### src/verilog/txcal_pkg.sv
// Package: register map, field layout, reset values and timing for the TX power / cal bank
// ==========================================================================
package txcal_pkg;
  // ========================================================================
  // Register offsets
  localparam logic [5:0] TXCAL_ADDR_FRONT_END = 6'h22;
  localparam logic [5:0] TXCAL_ADDR_CHARGE_PUMP = 6'h23;
  localparam logic [5:0] TXCAL_ADDR_OSC_CURRENT = 6'h24;
  localparam logic [5:0] TXCAL_ADDR_COARSE_TUNE = 6'h25;
  localparam logic [5:0] TXCAL_ADDR_POWER_TABLE = 6'h3e;
  // ========================================================================
  // Writable-bit masks (reserved bits zero)
  localparam logic [7:0] TXCAL_MASK_FRONT_END = 8'h37;
  localparam logic [7:0] TXCAL_MASK_CHARGE_PUMP = 8'hff;
  localparam logic [7:0] TXCAL_MASK_OSC_CURRENT = 8'h3f;
  localparam logic [7:0] TXCAL_MASK_COARSE_TUNE = 8'h3f;
  // ========================================================================
  // Reset values
  localparam logic [7:0] TXCAL_RST_FRONT_END = 8'h10;
  localparam logic [7:0] TXCAL_RST_CHARGE_PUMP = 8'ha9;
  localparam logic [7:0] TXCAL_RST_OSC_CURRENT = 8'h0a;
  localparam logic [7:0] TXCAL_RST_COARSE_TUNE = 8'h20;
  localparam logic [7:0] TXCAL_RST_TABLE_ENTRY = 8'h00;
  // ========================================================================
  // Field positions
  localparam int TXCAL_POS_POWER_INDEX = 0;
  localparam int TXCAL_POS_LO_BIAS = 4;
  localparam int TXCAL_POS_PUMP_RESULT = 0;
  localparam int TXCAL_POS_PUMP_STAGE_EN = 4;
  localparam int TXCAL_POS_CAL_CONFIG = 6;
  localparam int TXCAL_POS_OSC_CURRENT = 0;
  localparam int TXCAL_POS_CORE_HIGH = 5;
  localparam int TXCAL_POS_COARSE_TUNE = 0;
  localparam logic [1:0] TXCAL_PUMP_STAGE_ON = 2'h1;
  // ========================================================================
  // Timing: dwell on each ramp step
  localparam int TXCAL_CLK_MHZ = 125;
  localparam int TXCAL_RAMP_STEP_NS = 1000;
  localparam int TXCAL_RAMP_STEP_CYCLES = (TXCAL_RAMP_STEP_NS * TXCAL_CLK_MHZ) / 1000;
  // Calibration stage durations in clock cycles
  localparam int TXCAL_CAL_STAGE_CYCLES = 64;

  typedef enum logic [1:0] {TXCAL_MOD_FSK, TXCAL_MOD_OOK} txcal_mod_e;
endpackage

### src/verilog/txcal_regs.sv
// TX power selection, ramp sequencer and synthesizer calibration result registers
`timescale 1ns/1ps
module txcal_regs
  import txcal_pkg::*;
#(
  parameter int STEP_CYCLES = TXCAL_RAMP_STEP_CYCLES,
  parameter int CAL_CYCLES = TXCAL_CAL_STAGE_CYCLES
) (
  input wire logic clock,
  input wire logic rst,
  // Register port from the serial interface decoder
  input wire logic reg_wr,
  input wire logic reg_rd,
  input wire logic [5:0] reg_addr,
  input wire logic [7:0] reg_wdata,
  output logic [7:0] reg_rdata,
  output logic reg_rvalid,
  // Transmit control (same clock domain)
  input wire logic tx_enable,
  input wire logic tx_ook_mode,
  input wire logic tx_symbol,
  // Calibration control and analog results (same clock domain)
  input wire logic cal_start,
  input wire logic [3:0] cal_pump_result,
  input wire logic [4:0] cal_osc_result,
  input wire logic [5:0] cal_coarse_result,
  output logic cal_busy,
  output logic cal_pump_stage,
  // Analog control outputs
  output logic [7:0] pa_setting,
  output logic pa_active,
  output logic [1:0] tx_lo_buffer_bias,
  output logic [1:0] cal_config,
  output logic [3:0] pump_current_code,
  output logic oscillator_core_high_select,
  output logic [4:0] osc_current_code,
  output logic [5:0] coarse_tune_code
);
  // ========================================================================
  // Parameter checks
  initial begin
    // The dwell and stage counters are 16 bits wide
    if (STEP_CYCLES < 1 || STEP_CYCLES > 65536) $error("txcal_regs: STEP_CYCLES out of range");
    if (CAL_CYCLES < 1 || CAL_CYCLES > 65536) $error("txcal_regs: CAL_CYCLES out of range");
  end

  typedef enum {TXCAL_IDLE, TXCAL_RAMP_UP, TXCAL_HOLD, TXCAL_RAMP_DOWN} txcal_ramp_e;
  typedef enum {TXCAL_CAL_IDLE, TXCAL_CAL_PUMP, TXCAL_CAL_OSC} txcal_cal_e;

  logic [7:0] tx_front_end_config_reg;
  logic [7:0] synth_cal_charge_pump_reg;
  logic [7:0] synth_cal_osc_current_reg;
  logic [7:0] synth_cal_coarse_tune_reg;
  logic [2:0] tx_power_index;
  logic [1:0] pump_current_cal_stage_enable;
  logic wr_front_end;
  logic wr_charge_pump;
  logic wr_osc_current;
  logic wr_coarse_tune;
  logic wr_table;
  logic [2:0] table_ptr_reg;
  logic [7:0] table_rdata;
  logic [2:0] step_reg;
  logic [2:0] step_next;
  logic [2:0] sel_index;
  logic [15:0] dwell_reg;
  logic dwell_done;
  txcal_ramp_e ramp_reg;
  txcal_cal_e cal_reg;
  logic [15:0] cal_cnt_reg;
  logic cal_done;
  logic cal_active;

  // ========================================================================
  // Field views
  assign tx_power_index = tx_front_end_config_reg[TXCAL_POS_POWER_INDEX +: 3];
  assign pump_current_cal_stage_enable =
    synth_cal_charge_pump_reg[TXCAL_POS_PUMP_STAGE_EN +: 2];
  assign wr_front_end = reg_wr && (reg_addr == TXCAL_ADDR_FRONT_END);
  assign wr_charge_pump = reg_wr && (reg_addr == TXCAL_ADDR_CHARGE_PUMP);
  assign wr_osc_current = reg_wr && (reg_addr == TXCAL_ADDR_OSC_CURRENT);
  assign wr_coarse_tune = reg_wr && (reg_addr == TXCAL_ADDR_COARSE_TUNE);
  assign wr_table = reg_wr && (reg_addr == TXCAL_ADDR_POWER_TABLE);
  assign cal_active = (cal_reg != TXCAL_CAL_IDLE);

  // ========================================================================
  // Front end configuration; reserved bits masked off on write
  always_ff @(posedge clock or posedge rst) begin
    if (rst) begin
      tx_front_end_config_reg <= TXCAL_RST_FRONT_END;
    end else if (wr_front_end) begin
      tx_front_end_config_reg <= reg_wdata & TXCAL_MASK_FRONT_END;
    end
  end

  // Charge pump register: host write or calibration result capture.
  // A host write in the same cycle as a capture wins, since it is an override.
  always_ff @(posedge clock or posedge rst) begin
    if (rst) begin
      synth_cal_charge_pump_reg <= TXCAL_RST_CHARGE_PUMP;
    end else if (wr_charge_pump) begin
      synth_cal_charge_pump_reg <= reg_wdata & TXCAL_MASK_CHARGE_PUMP;
    end else if (cal_reg == TXCAL_CAL_PUMP && cal_done) begin
      synth_cal_charge_pump_reg[TXCAL_POS_PUMP_RESULT +: 4] <= cal_pump_result;
    end
  end

  // Oscillator current register: result stored by calibration, override by host
  always_ff @(posedge clock or posedge rst) begin
    if (rst) begin
      synth_cal_osc_current_reg <= TXCAL_RST_OSC_CURRENT;
    end else if (wr_osc_current) begin
      synth_cal_osc_current_reg <= reg_wdata & TXCAL_MASK_OSC_CURRENT;
    end else if (cal_reg == TXCAL_CAL_OSC && cal_done) begin
      synth_cal_osc_current_reg[TXCAL_POS_OSC_CURRENT +: 5] <= cal_osc_result;
    end
  end

  // Coarse tune register, saved and restored with the other two for hopping
  always_ff @(posedge clock or posedge rst) begin
    if (rst) begin
      synth_cal_coarse_tune_reg <= TXCAL_RST_COARSE_TUNE;
    end else if (wr_coarse_tune) begin
      synth_cal_coarse_tune_reg <= reg_wdata & TXCAL_MASK_COARSE_TUNE;
    end else if (cal_reg == TXCAL_CAL_OSC && cal_done) begin
      synth_cal_coarse_tune_reg[TXCAL_POS_COARSE_TUNE +: 6] <= cal_coarse_result;
    end
  end

  // ========================================================================
  // Power table access: each table access advances an internal pointer,
  // so a burst fills entries 0..7 in order. Any other register access
  // rewinds it, which keeps burst writes predictable.
  always_ff @(posedge clock or posedge rst) begin
    if (rst) begin
      table_ptr_reg <= 3'h0;
    end else if ((reg_wr || reg_rd) && reg_addr == TXCAL_ADDR_POWER_TABLE) begin
      table_ptr_reg <= table_ptr_reg + 3'h1;
    end else if (reg_wr || reg_rd) begin
      table_ptr_reg <= 3'h0;
    end
  end

  // ========================================================================
  // Ramp sequencer: step through entries 0..index at start and back at end
  assign dwell_done = (dwell_reg == 16'(STEP_CYCLES - 1));
  always_ff @(posedge clock or posedge rst) begin
    if (rst) begin
      dwell_reg <= 16'h0000;
    end else if (ramp_reg == TXCAL_IDLE || ramp_reg == TXCAL_HOLD || dwell_done) begin
      dwell_reg <= 16'h0000;
    end else begin
      dwell_reg <= dwell_reg + 16'h0001;
    end
  end

  always_comb begin
    step_next = step_reg;
    unique case (ramp_reg)
      TXCAL_IDLE: step_next = 3'h0;
      TXCAL_RAMP_UP: if (dwell_done && step_reg != tx_power_index) step_next = step_reg + 3'h1;
      TXCAL_HOLD: step_next = tx_power_index;
      TXCAL_RAMP_DOWN: if (dwell_done && step_reg != 3'h0) step_next = step_reg - 3'h1;
    endcase
  end

  always_ff @(posedge clock or posedge rst) begin
    if (rst) begin
      ramp_reg <= TXCAL_IDLE;
      step_reg <= 3'h0;
    end else begin
      step_reg <= step_next;
      unique case (ramp_reg)
        TXCAL_IDLE: if (tx_enable) ramp_reg <= TXCAL_RAMP_UP;
        TXCAL_RAMP_UP: begin
          if (!tx_enable) ramp_reg <= TXCAL_RAMP_DOWN;
          else if (dwell_done && step_reg == tx_power_index) ramp_reg <= TXCAL_HOLD;
        end
        TXCAL_HOLD: if (!tx_enable) ramp_reg <= TXCAL_RAMP_DOWN;
        TXCAL_RAMP_DOWN: begin
          if (tx_enable) ramp_reg <= TXCAL_RAMP_UP;
          else if (dwell_done && step_reg == 3'h0) ramp_reg <= TXCAL_IDLE;
        end
      endcase
    end
  end

  // Entry select: keyed symbol choice in the OOK hold phase, index in plain hold, ramp step otherwise
  always_comb begin
    if (ramp_reg == TXCAL_HOLD && tx_ook_mode) begin
      sel_index = tx_symbol ? tx_power_index : 3'h0;
    end else if (ramp_reg == TXCAL_HOLD) begin
      sel_index = tx_power_index;
    end else begin
      sel_index = step_reg;
    end
  end

  // Shared memory: read port serves either the PA or a host read.
  // Host reads steal one cycle of PA update; the PA output then holds.
  logic host_table_rd;
  logic host_table_rd_reg;
  assign host_table_rd = reg_rd && (reg_addr == TXCAL_ADDR_POWER_TABLE);

  txcal_table_mem #(
    .DEPTH(8),
    .AW(3)
  ) u_table (
    .clock(clock),
    .rst(rst),
    .wr_en(wr_table),
    .wr_addr(table_ptr_reg),
    .wr_data(reg_wdata),
    .rd_addr(host_table_rd ? table_ptr_reg : sel_index),
    .rd_data(table_rdata)
  );

  // PA drive outputs, registered: setting from the table read data, active flag from the ramp state
  always_ff @(posedge clock or posedge rst) begin
    if (rst) begin
      host_table_rd_reg <= 1'b0;
      pa_setting <= TXCAL_RST_TABLE_ENTRY;
      pa_active <= 1'b0;
    end else begin
      host_table_rd_reg <= host_table_rd;
      if (!host_table_rd_reg) pa_setting <= table_rdata;
      pa_active <= (ramp_reg != TXCAL_IDLE);
    end
  end

  // ========================================================================
  // Calibration sequencer: pump stage only when enable field equals one
  assign cal_done = (cal_cnt_reg == 16'(CAL_CYCLES - 1));
  always_ff @(posedge clock or posedge rst) begin
    if (rst) begin
      cal_reg <= TXCAL_CAL_IDLE;
      cal_cnt_reg <= 16'h0000;
    end else begin
      cal_cnt_reg <= (cal_active && !cal_done) ? cal_cnt_reg + 16'h0001 : 16'h0000;
      unique case (cal_reg)
        TXCAL_CAL_IDLE: if (cal_start) begin
          cal_reg <= (pump_current_cal_stage_enable == TXCAL_PUMP_STAGE_ON) ?
                     TXCAL_CAL_PUMP : TXCAL_CAL_OSC;
        end
        TXCAL_CAL_PUMP: if (cal_done) cal_reg <= TXCAL_CAL_OSC;
        TXCAL_CAL_OSC: if (cal_done) cal_reg <= TXCAL_CAL_IDLE;
      endcase
    end
  end

  // ========================================================================
  // Register read port: one cycle latency for all addresses; unmapped reads zero
  always_ff @(posedge clock or posedge rst) begin
    if (rst) begin
      reg_rvalid <= 1'b0;
    end else begin
      reg_rvalid <= reg_rd;
    end
  end

  logic [5:0] rd_addr_reg;
  always_ff @(posedge clock or posedge rst) begin
    if (rst) begin
      rd_addr_reg <= 6'h00;
    end else if (reg_rd) begin
      rd_addr_reg <= reg_addr;
    end
  end

  // Snapshot of each register at read time so read data is stable with rvalid
  logic [7:0] tx_front_end_config_reg_q;
  logic [7:0] synth_cal_charge_pump_reg_q;
  logic [7:0] synth_cal_osc_current_reg_q;
  logic [7:0] synth_cal_coarse_tune_reg_q;

  // Table data arrives from the memory register, so the mux is combinational on it
  always_comb begin
    unique case (rd_addr_reg)
      TXCAL_ADDR_FRONT_END: reg_rdata = tx_front_end_config_reg_q;
      TXCAL_ADDR_CHARGE_PUMP: reg_rdata = synth_cal_charge_pump_reg_q;
      TXCAL_ADDR_OSC_CURRENT: reg_rdata = synth_cal_osc_current_reg_q;
      TXCAL_ADDR_COARSE_TUNE: reg_rdata = synth_cal_coarse_tune_reg_q;
      TXCAL_ADDR_POWER_TABLE: reg_rdata = table_rdata;
      default: reg_rdata = 8'h00;
    endcase
  end

  always_ff @(posedge clock or posedge rst) begin
    if (rst) begin
      tx_front_end_config_reg_q <= TXCAL_RST_FRONT_END;
      synth_cal_charge_pump_reg_q <= TXCAL_RST_CHARGE_PUMP;
      synth_cal_osc_current_reg_q <= TXCAL_RST_OSC_CURRENT;
      synth_cal_coarse_tune_reg_q <= TXCAL_RST_COARSE_TUNE;
    end else if (reg_rd) begin
      tx_front_end_config_reg_q <= tx_front_end_config_reg;
      synth_cal_charge_pump_reg_q <= synth_cal_charge_pump_reg;
      synth_cal_osc_current_reg_q <= synth_cal_osc_current_reg;
      synth_cal_coarse_tune_reg_q <= synth_cal_coarse_tune_reg;
    end
  end

  // ========================================================================
  // Analog control outputs, all registered
  always_ff @(posedge clock or posedge rst) begin
    if (rst) begin
      tx_lo_buffer_bias <= TXCAL_RST_FRONT_END[TXCAL_POS_LO_BIAS +: 2];
      cal_config <= TXCAL_RST_CHARGE_PUMP[TXCAL_POS_CAL_CONFIG +: 2];
      pump_current_code <= TXCAL_RST_CHARGE_PUMP[TXCAL_POS_PUMP_RESULT +: 4];
      oscillator_core_high_select <= TXCAL_RST_OSC_CURRENT[TXCAL_POS_CORE_HIGH];
      osc_current_code <= TXCAL_RST_OSC_CURRENT[TXCAL_POS_OSC_CURRENT +: 5];
      coarse_tune_code <= TXCAL_RST_COARSE_TUNE[TXCAL_POS_COARSE_TUNE +: 6];
      cal_busy <= 1'b0;
      cal_pump_stage <= 1'b0;
    end else begin
      tx_lo_buffer_bias <= tx_front_end_config_reg[TXCAL_POS_LO_BIAS +: 2];
      cal_config <= synth_cal_charge_pump_reg[TXCAL_POS_CAL_CONFIG +: 2];
      pump_current_code <= synth_cal_charge_pump_reg[TXCAL_POS_PUMP_RESULT +: 4];
      oscillator_core_high_select <= synth_cal_osc_current_reg[TXCAL_POS_CORE_HIGH];
      osc_current_code <= synth_cal_osc_current_reg[TXCAL_POS_OSC_CURRENT +: 5];
      coarse_tune_code <= synth_cal_coarse_tune_reg[TXCAL_POS_COARSE_TUNE +: 6];
      cal_busy <= cal_active;
      cal_pump_stage <= (cal_reg == TXCAL_CAL_PUMP);
    end
  end
endmodule

### src/verilog/txcal_table_mem.sv
// Eight-entry power level table memory with registered read port
`timescale 1ns/1ps
module txcal_table_mem
  import txcal_pkg::*;
#(
  parameter int DEPTH = 8,
  parameter int AW = 3
) (
  input wire logic clock,
  input wire logic rst,
  input wire logic wr_en,
  input wire logic [AW-1:0] wr_addr,
  input wire logic [7:0] wr_data,
  input wire logic [AW-1:0] rd_addr,
  output logic [7:0] rd_data
);
  // ========================================================================
  // Storage
  logic [7:0] mem_reg [DEPTH];

  initial begin
    if (DEPTH != (1 << AW)) $error("txcal_table_mem: DEPTH must equal 2**AW");
  end

  // Write port; entries clear on reset so the PA starts silent
  always_ff @(posedge clock or posedge rst) begin
    if (rst) begin
      for (int i = 0; i < DEPTH; i++) begin
        mem_reg[i] <= TXCAL_RST_TABLE_ENTRY;
      end
    end else if (wr_en) begin
      mem_reg[wr_addr] <= wr_data;
    end
  end

  // Registered read port
  always_ff @(posedge clock or posedge rst) begin
    if (rst) begin
      rd_data <= TXCAL_RST_TABLE_ENTRY;
    end else begin
      rd_data <= mem_reg[rd_addr];
    end
  end
endmodule

### config.mk
export PLATFORM = sky130hd
export DESIGN_NAME = txcal_regs
export DESIGN_NICKNAME = d
export VERILOG_FILES = /design/src/verilog/txcal_pkg.sv /design/src/verilog/txcal_regs.sv /design/src/verilog/txcal_table_mem.sv
export SDC_FILE = /design/constraint.sdc
export NUM_CORES = 1
export LEC_CHECK = 0
export BUFFER_PORTS_ARGS = -buffer_cell sky130_fd_sc_hd__buf_2
export CORE_MARGIN = 4
export CORE_UTILIZATION = 45
export CTS_CLUSTER_DIAMETER = 80
export DETAILED_ROUTE_END_ITERATION = 8
export GPL_TIMING_DRIVEN = 1
export PLACE_DENSITY = 0.62
export SLEW_MARGIN = 30
export SYNTH_ARGS = -nofsm -noshare
export SYNTH_HDL_FRONTEND = slang
export SYNTH_SLANG_ARGS = --single-unit
### constraint.sdc
create_clock -name clock -period 7 [get_ports clock]
set_clock_uncertainty 0.05 [all_clocks]
set_input_delay 0.35 -clock clock [delete_from_list [all_inputs] [get_ports clock]]
set_output_delay 0.35 -clock clock [all_outputs]
set_load 0.01 [all_outputs]
Word level (Yosys, flattened, before mapping)
Index checks and enable logic that the tools add are counted.
{ "totals": {"reg_bits": 263, "latch_bits": 0, "ramBits": 0, "mem_bits_ro": 0, "in_bits": 37, "output_inout_bits": 40, "elab_cells": 150, "memories": 0} }
{ "op_classes": {"add_sub_neg": 5, "n_mul": 0, "div_mod_pow": 0, "n_lt_le_gt_ge": 3, "eq_ne": 32, "n_shift": 0, "n_mux": 36, "bitwise_logic": 2, "reduce_logical": 34} }
{ "ops": {"columns": ["cell", "count"], "rows": [
  ["32-bit 2-to-1 mux", 9],
  ["32-bit by 2-bit == test with 1-bit output, second input constant", 4],
  ["32-bit case mux with 4 select lines", 1],
  ["32-bit zero test", 3],
  ["32-bit case mux with 3 select lines", 1],
  ["64-bit bitwise mux", 1],
  ["32-bit by 1-bit == test with 1-bit output, second input constant", 2],
  ["32-bit by 3-bit == test with 1-bit output, second input constant", 2],
  ["32-bit nonzero test", 2],
  ["6-bit == test, second input constant", 10],
  ["8-bit case mux with 5 select lines", 1],
  ["16-bit by 1-bit adder with 16-bit output, second input constant", 2],
  ["16-bit 2-to-1 mux", 2],
  ["8-bit binary-select mux with 3-bit select", 1],
  ["8-bit demux with 3-bit select", 1],
  ["3-bit 2-to-1 mux", 8],
  ["8-bit 2-to-1 mux", 3],
  ["16-bit by 6-bit == test with 1-bit output, second input constant", 1],
  ["16-bit by 7-bit == test with 1-bit output, second input constant", 1],
  ["1-bit logical AND", 16],
  ["2-bit != test, second input constant", 7],
  ["6-bit 2-to-1 mux", 2],
  ["3-bit case mux with 4 select lines", 1],
  ["5-bit 2-to-1 mux", 2],
  ["other kinds (19)", 29]
]} }

Longest topological paths before layout
Gate-level depths: netlist (run 1).
{ "logic_depth": {"depth_word": 8, "depth_mapped": 10, "ltp_nobuf": 8} }

Hierarchy
From an unflattened synthesis (run 1), not the netlist that was laid out.
{ "unflattened": {"cells_unflattened": 669, "area_unflattened_um2": 8996.1} }
{ "by_module_without_submodules": {"columns": ["mod", "instances", "cells_per_inst", "area_per_inst_um2", "seq_area_each_um2"], "rows": [
  ["txcal_regs", 1, 488, 5786.8, 3306.9],
  ["txcal_table_mem", 1, 181, 3209.3, 1801.7]
]} }

Worst setup path after synthesis (run 1)
OpenSTA, ideal clock, no wires.
{ "synth_timing": {"kind": "register to register", "start": "reg ramp_reg[0]", "end": "reg u_table.rd_data[5]", "setup_time_ns": 0.117, "arrival_time_ns": 1.976, "required_time_ns": 6.833, "setup_slack_ns": 4.857, "stages_incl_launch_ff": 11, "n_path_buf": 2, "synth_period_minus_slack_ns": 2.143, "cell_sequence": "dfrtp_1 > inv_1 > ha_1 > buf_2 > nand2_1 > o2bb2ai_1 > mux2_4 > buf_6 > mux4_2 > nand2_1 > nand2_1"} }
{ "synth_via": {"elab_chain_cells": 8} }
{ "synth_rtl": {"columns": ["item", "line", "source"], "rows": [
  ["start: declaration", "txcal_regs.sv:68", "txcal_ramp_e ramp_reg;"],
  ["start signal: assignment", "txcal_regs.sv:169", "ramp_reg <= TXCAL_IDLE;"],
  ["start signal: assignment", "txcal_regs.sv:174", "TXCAL_IDLE: if (tx_enable) ramp_reg <= TXCAL_RAMP_UP;"],
  ["start signal: assignment", "txcal_regs.sv:176", "if (!tx_enable) ramp_reg <= TXCAL_RAMP_DOWN;"],
  ["32-bit by 3-bit == test with 1-bit output (*)", "txcal_regs.sv:190, txcal_regs.sv:192", null],
  ["3-bit 2-to-1 mux or 1-bit logical AND (tied branches)", "txcal_regs.sv:192, txcal_regs.sv:190", null],
  ["3-bit 2-to-1 mux (*)", "txcal_regs.sv:190", "if (ramp_reg == TXCAL_HOLD && tx_ook_mode) begin"],
  ["3-bit 2-to-1 mux (*)", "txcal_regs.sv:214", ".rd_addr(host_table_rd ? table_ptr_reg : sel_index),"],
  ["3-bit NOT with 4-bit output (implied by the code) (*)", "txcal_table_mem.sv:41", "rd_data <= mem_reg[rd_addr];"],
  ["8-bit binary-select mux with 3-bit select (*)", "txcal_table_mem.sv:41", null],
  ["8-bit 2-to-1 mux (implied by the code) (*) (2 in a row)", "txcal_table_mem.sv:41", null],
  ["end signal: assignment", "txcal_table_mem.sv:41", null],
  ["end: declaration", "txcal_table_mem.sv:15", "output logic [7:0] rd_data"]
]} }
Every way passes the cells marked *; elsewhere a longest branch is shown, timed or not. The select of a mux whose other input is x is not followed.
A chain may end at the register's enable or synchronous reset.

Worst setup path in the final report (run 1)
{ "layout_timing": {"start": "reg rd_addr_reg[0]", "end": "out reg_rdata[4]"} }
{ "layout_via": {"elab_chain_cells": 2} }
{ "layout_rtl": {"columns": ["item", "line", "source"], "rows": [
  ["start: declaration", "txcal_regs.sv:261", "logic [5:0] rd_addr_reg;"],
  ["start signal: assignment", "txcal_regs.sv:266", "rd_addr_reg <= reg_addr;"],
  ["6-bit == test", "txcal_regs.sv:278", "unique case (rd_addr_reg)"],
  ["8-bit case mux with 5 select lines (*)", "txcal_regs.sv:278", null],
  ["end: declaration", "txcal_regs.sv:16", "output logic [7:0] reg_rdata,"]
]} }
Every way passes the cells marked *; elsewhere a longest branch is shown, timed or not.

==> flow_summary.yaml, run 1 <==
synth:
  syn_nets: 752
  yosysMostFrequentCell: "dfrtp_1"
  yosysWarnings: 0
  synth_top_flop_cell: "dfrtp_1"
  syn_inst: 703
  synth.area.top_cells: "dfrtp_1 (50%), mux2_2 (15%), dfstp_2 (6.7%)"
  synthArstFlopShare_pct: 100
  synth_cell_types: 57
  ys_top_cells_by_count: "dfrtp_1 (180), mux2_2 (119), nand2_1 (73), o21ai_0 (41), nor2_1 (40)"
  synth_top_area_share_pct: 50.1
  syn_avg_cell_area_um2: 12.8
  synth-seq-area-share_pct: 56.9
  synth_seq_cells: 203
  synth.cell_area_um2: 8980
  synth_area_leader_cell: "dfrtp_1"
  synth-edff-count: 0
clock_tree:
  htreeDepth: 1
  post-cts-setup-buffers: 0
  cts_buffers: 23
  root_buffer: "clkbuf_16"
  ctsResizeCount: 0
  cts_tree: "done"
  path_clk_slew_ps: 60
  clockBufferDepth: 3
  clock-sinks: 203
  clkLatencyLatePin_ps: 520
power:
  pwr-share-seq_pct: 44.2
  p_int_mw: 2.33
  ir_drop_mv: 0.197
  p_switching_mw: 0.918
  swShare_pct: 28.3
  power_frac_clock_pct: 37.8
  pwr-share-comb_pct: 18.0
  p_per_area_nw_per_um2: 312
  power.leakage_nw: 4.95
detailed_routing:
  drc: 0
  ant_nets: 0
  dr.pass1.iters: 6
  first_iter_violations: 320
  detail_route.wl_per_cell_um: 18.4
  num_vias: 5775
  drt-total-wl_mm: 19.6
  viasPerCell: 5.43
critical_path:
  critical_path_class: "flip-flop to primary output"
  worstSetupEndpointType: "primary output"
  crit_path_start_kind: "flip-flop"
  arrival_ps: 2250
  crit_chain: "nor3b_2, nand2_1, o21ai_0, a221o_1, buf_2"
  crit_path_max_incr_delay_ps: 570
  critical_path.max_fanout: 10
  worst_ep_required_time_ps: 6600
  worstRegToRegCells: 8
  crit_slowest_cell: "nor3b_2"
place:
  numPortBuffers: 76
  place.detailed.hpwl_mm: 13.3
  gp_congestion: 0.797
timing:
  fin_crit_sh_pct: 37.8
  tightest_slew_ps: 965
  setup_viol: 0
  timing.hold.ws_ps: 68.7
  tns_ps: 0
  finalHoldViolCount: 0
  timing.fmax_mhz: 378
  slew_headroom_pct: 35.3
  rsz0062_at_grt: "no"
  drv_slew: 0
  layout_min_cycle_time_ps: 2650
floorplan:
  die_area_um2: 22300
  die_x_um: 149
  row_count: 51
  start_util_pct: 46.0
  die_height_um: 149
  core_area_um2: 19500
  ios: 77
hold_path:
  hold_class: "input pin to flip-flop"
  hold_depth: 2
grt:
  grt_pass1_vias: 5900
  grt_pass1_wl_mm: 31.9
  grt_overflow: 0
  grt_max_degree: 122
  grt_usage_pct: 17.8
  antenna_found_initial: 1
final_layout:
  layout.nets: 831
  largest_reg_flops: 64
  drive_above_1_share_pct: 36.4
  area_growth_pct: 16.1
  antenna_cells: 0
flow_run:
  cap_viol_max_count: 0
outcome:
  outcome: "complete, no violations"
==> power by group through the flow <==
stage	registers, mW	logic, mW	clock network [mW]
3_5_place_dp	1.46	0.583	0
4_1_cts	1.44	0.587	1.26
2_1_floorplan	1.44	0.415	0
5_1_grt	1.45	0.659	1.31
3_3_place_gp	1.45	0.557	0
6_report	1.44	0.585	1.23
==> worst max-delay path, delay by kind of cell, from the launching register on <==
| kind | cells | cell delay (ps) |
|---|---|---|
| flip-flops | 1 | 550 |
| AO/OA/AOI/OAI | 2 | 350 |
| buffers and inverters | 1 | 140 |
| AND/OR/NAND/NOR | 2 | 700 |
==> worst paths after layout <==
| kind | start | end | slack [ps] |
|---|---|---|---|
| hold reg to reg | synth_cal_coarse_tune_reg[5] | coarse_tune_code[5] | 320 |
| setup reg to reg | ramp_reg[0] | u_table.rd_data[7] | 4410 |
| hold / removal | reg_addr[0] | rd_addr_reg[0] | 70 |
| min in group asynchronous | rst | dwell_reg[6] | 470 |
| setup / recovery | rd_addr_reg[0] | reg_rdata[4] | 4350 |
| max in group asynchronous | rst | u_table.mem_reg[51] | 5200 |
==> stage by stage <==
stage | std cells | area (µm²) | utilization, % | power, mW | worst slack [ps]
final | 1064 | 10400 | 53.4 | 3.25 | 4350
after global routing | 1064 | 10400 | 53.4 | 3.42 | 4210
after CTS | 1064 | 10400 | 53.4 | 3.28 | 4330
after detailed placement | 1021 | 9620 | 49.3 | 2.04 | 3890
after global placement | 1021 | 9610 | 49.2 | 2.01 | 3980
after floorplan | 703 | 8980 | - | 1.86 | 1100
==> metal layers <==
layer  GRT usage [%]  up-vias  wire length, µm
li1                -     2648                -
met1            25.1     2924             8700
met2            28.9      163             9290
met3            2.95       40             1070
met4            4.76        0              530
met5               0        -                0
==> layout make-up <==
cell class | instances | area, µm²
flip-flops and latches | 203 | 5110
fillers | 1689 | 9100
clock inverters | 8 | 111
repair buffers | 80 | 417
clock buffers | 34 | 677
multi-input cells | 456 | 3710
well taps | 265 | 332
inverters | 18 | 75.1
==> layout by cell type, fill, tap and decap left out, drive strengths merged, types with 19 or more instances in the layout <==
master,count
buf,79
inv,19
nand2,74
mux2,120
nor2,42
dfstp,23
mux2i,25
dfrtp,180
clkbuf,34
o21ai,42
==> logic make-up after synthesis <==
family	Yosys count	synth area share, %
flops	203	56.9
fa+ha+maj	12	1.75
buf+inv	44	1.99
simple gates	187	10.7
compound gates	74	4.78
mux	159	21.6
xor+xnor	24	2.34
==> what timing repair did <==
action / in CTS / in global routing
setup endpoints to repair: 0 / 0
hold endpoints to repair: 41 / 0
hold buffers: 1 / 0
Power figures use the tool's default switching activity.
==> inputs of run 2 (changes only) <==
==> constraint.sdc (replaced) <==
create_clock -name clock -period 2.57 [get_ports clock]
set_clock_uncertainty 0.05 [all_clocks]
set_input_delay 0.1285 -clock clock [delete_from_list [all_inputs] [get_ports clock]]
set_output_delay 0.1285 -clock clock [all_outputs]
set_load 0.01 [all_outputs]
==> flow_summary.yaml, run 2 (same netlist as run 1, synthesis figures left out) <==
floorplan:
  die_height_um: 149
  core_area_um2: 19500
  ios: 77
  die_area_um2: 22300
  die_x_um: 149
  row_count: 51
  start_util_pct: 46.0
grt:
  antenna_found_initial: 1
  grt_pass1_wl_mm: 32.8
  grt_overflow: 0
  grt_pass1_vias: 6148
  grt_usage_pct: 18.4
  grt_max_degree: 74
final_layout:
  layout.nets: 882
  multi_input_area_um2: 3720
  largest_reg_flops: 64
  layout_commonest_cell: "dfrtp_1"
  area_growth_pct: 21.7
  antenna_cells: 0
  final_cell_mix: "dfrtp_1 (180), mux2_2 (119), buf_2 (76)"
  drive_above_1_share_pct: 35.6
  fillers: 1597
  regArea_um2: 5110
detailed_routing:
  viasPerCell: 5.31
  drt-total-wl_mm: 20.1
  first_iter_violations: 374
  drc: 0
  detail_route.wl_per_cell_um: 18.0
  ant_nets: 0
  dr.pass1.iters: 4
  routed.top_layer: "met5"
  wl_met1_mm: 8.98
  wl_met3_um: 992
  met2_length_mm: 9.69
  num_vias: 5914
power:
  ir_drop_mv: 0.645
  p_per_area_nw_per_um2: 814
  power.leakage_nw: 5.17
timing:
  layout_min_cycle_time_ps: 2440
  timing.hold.ws_ps: 39.9
  tightest_slew_ps: 731
  setup_viol: 0
  rsz0062_at_grt: "no"
  finalWorstSetupSlack_ps: 126
  drv_slew: 0
  timing.fmax_mhz: 409
  fin_crit_sh_pct: 95.1
  finalHoldViolCount: 0
  slew_headroom_pct: 51.2
clock_tree:
  root_buffer: "clkbuf_16"
  clkLatencyLatePin_ps: 510
  htreeDepth: 1
  post-cts-setup-buffers: 0
  clock-sinks: 203
  cts_tree: "done"
  cts_buffers: 22
  clockBufferDepth: 3
  path_clk_slew_ps: 60
place:
  place.detailed.hpwl_mm: 13.5
  numPortBuffers: 76
  dp_slack_ps: 196
  gp_congestion: 0.859
hold_path:
  hold_class: "input pin to flip-flop"
critical_path:
  worst_ep_required_time_ps: 2970
  crit_path_start_kind: "flip-flop"
  crit_family: "simple AND/OR/NAND/NOR gates"
  critical_path_class: "flip-flop to flip-flop"
  worstSetupEndpointType: "flip-flop"
  crit_path_max_incr_delay_ps: 580
  cp_num_buf_inv: 2
  crit_chain: "nor4_1, nand3_1, nor2_4, nand2_1, buf_4, mux2i_1, o21ai_0, dlygate4sd3_1"
  critical_path.max_fanout: 11
  crit_slowest_cell: "dlygate4sd3_1"
  arrival_ps: 2850
flow_run:
  cap_viol_max_count: 0
outcome:
  outcome: "complete, no violations"
==> run 2: timing repair <==
| action | in CTS | in global routing |
|---|---|---|
| hold endpoints to repair | 73 | 0 |
| hold buffers | 42 | 0 |
| gates resized for setup | 0 | 6 |
| endpoints found under the setup margin | 0 | 14 |
==> run 2: final cells by class <==
type | count | area share [%]
Inverter | 18 | 0.652
Multi-Input combinational cell | 456 | 34.0
Sequential cell | 203 | 46.7
Clock buffer | 30 | 5.68
Timing Repair Buffer | 132 | 8.63
Tap cell | 265 | 3.03
Clock inverter | 10 | 1.27
==> run 2: worst paths after layout <==
check	start	endpoint	slack [ps]	cells after the start
max	cal_cnt_reg[12]	synth_cal_coarse_tune_reg[5]	130	8
min	reg_wdata[5]	synth_cal_osc_current_reg[5]	40	2
max reg2reg	cal_cnt_reg[12]	synth_cal_coarse_tune_reg[5]	130	8
min reg2reg	tx_front_end_config_reg[4]	tx_lo_buffer_bias[0]	320	0
max in group asynchronous	rst	cal_config[1]	1350	4
min in group asynchronous	rst	cal_cnt_reg[10]	250	3
==> run 2: worst reg2reg max path, cell delays in order (launching register included) <==
cell           delay, ps
dfrtp_1              410
nor4_1               370
nand3_1              230
nor2_4               150
nand2_1               60
buf_4                200
mux2i_1              160
o21ai_0              180
dlygate4sd3_1        580
==> run 2: per-stage QoR <==
stage                     TNS, ps  cells  util [%]  instance area, µm²  power, mW
after floorplan            -39600    703         -                8990       5.06
after global placement          0   1032      49.8                9730       5.51
after detailed placement        0   1032      49.8                9730       5.60
after CTS                       0   1114      55.9               10900       8.99
after global routing            0   1114      56.0               10900       9.37
final                           0   1114      56.0               10900       8.90
==> run 2: power by group <==
part	switching [mW]	internal, mW	total (mW)	leakage [nW]
Combinational	0.929	0.794	1.72	2.16
Sequential	0.280	3.63	3.91	2.64
Clock	1.27	2.00	3.27	0.374
==> run 2: per-layer routing <==
layer  track usage (%)  up-vias
met3              2.95       33
met4              4.35        2
li1                  -     2758
met1              25.9     2979
met2              30.2      142
met5                 0        -
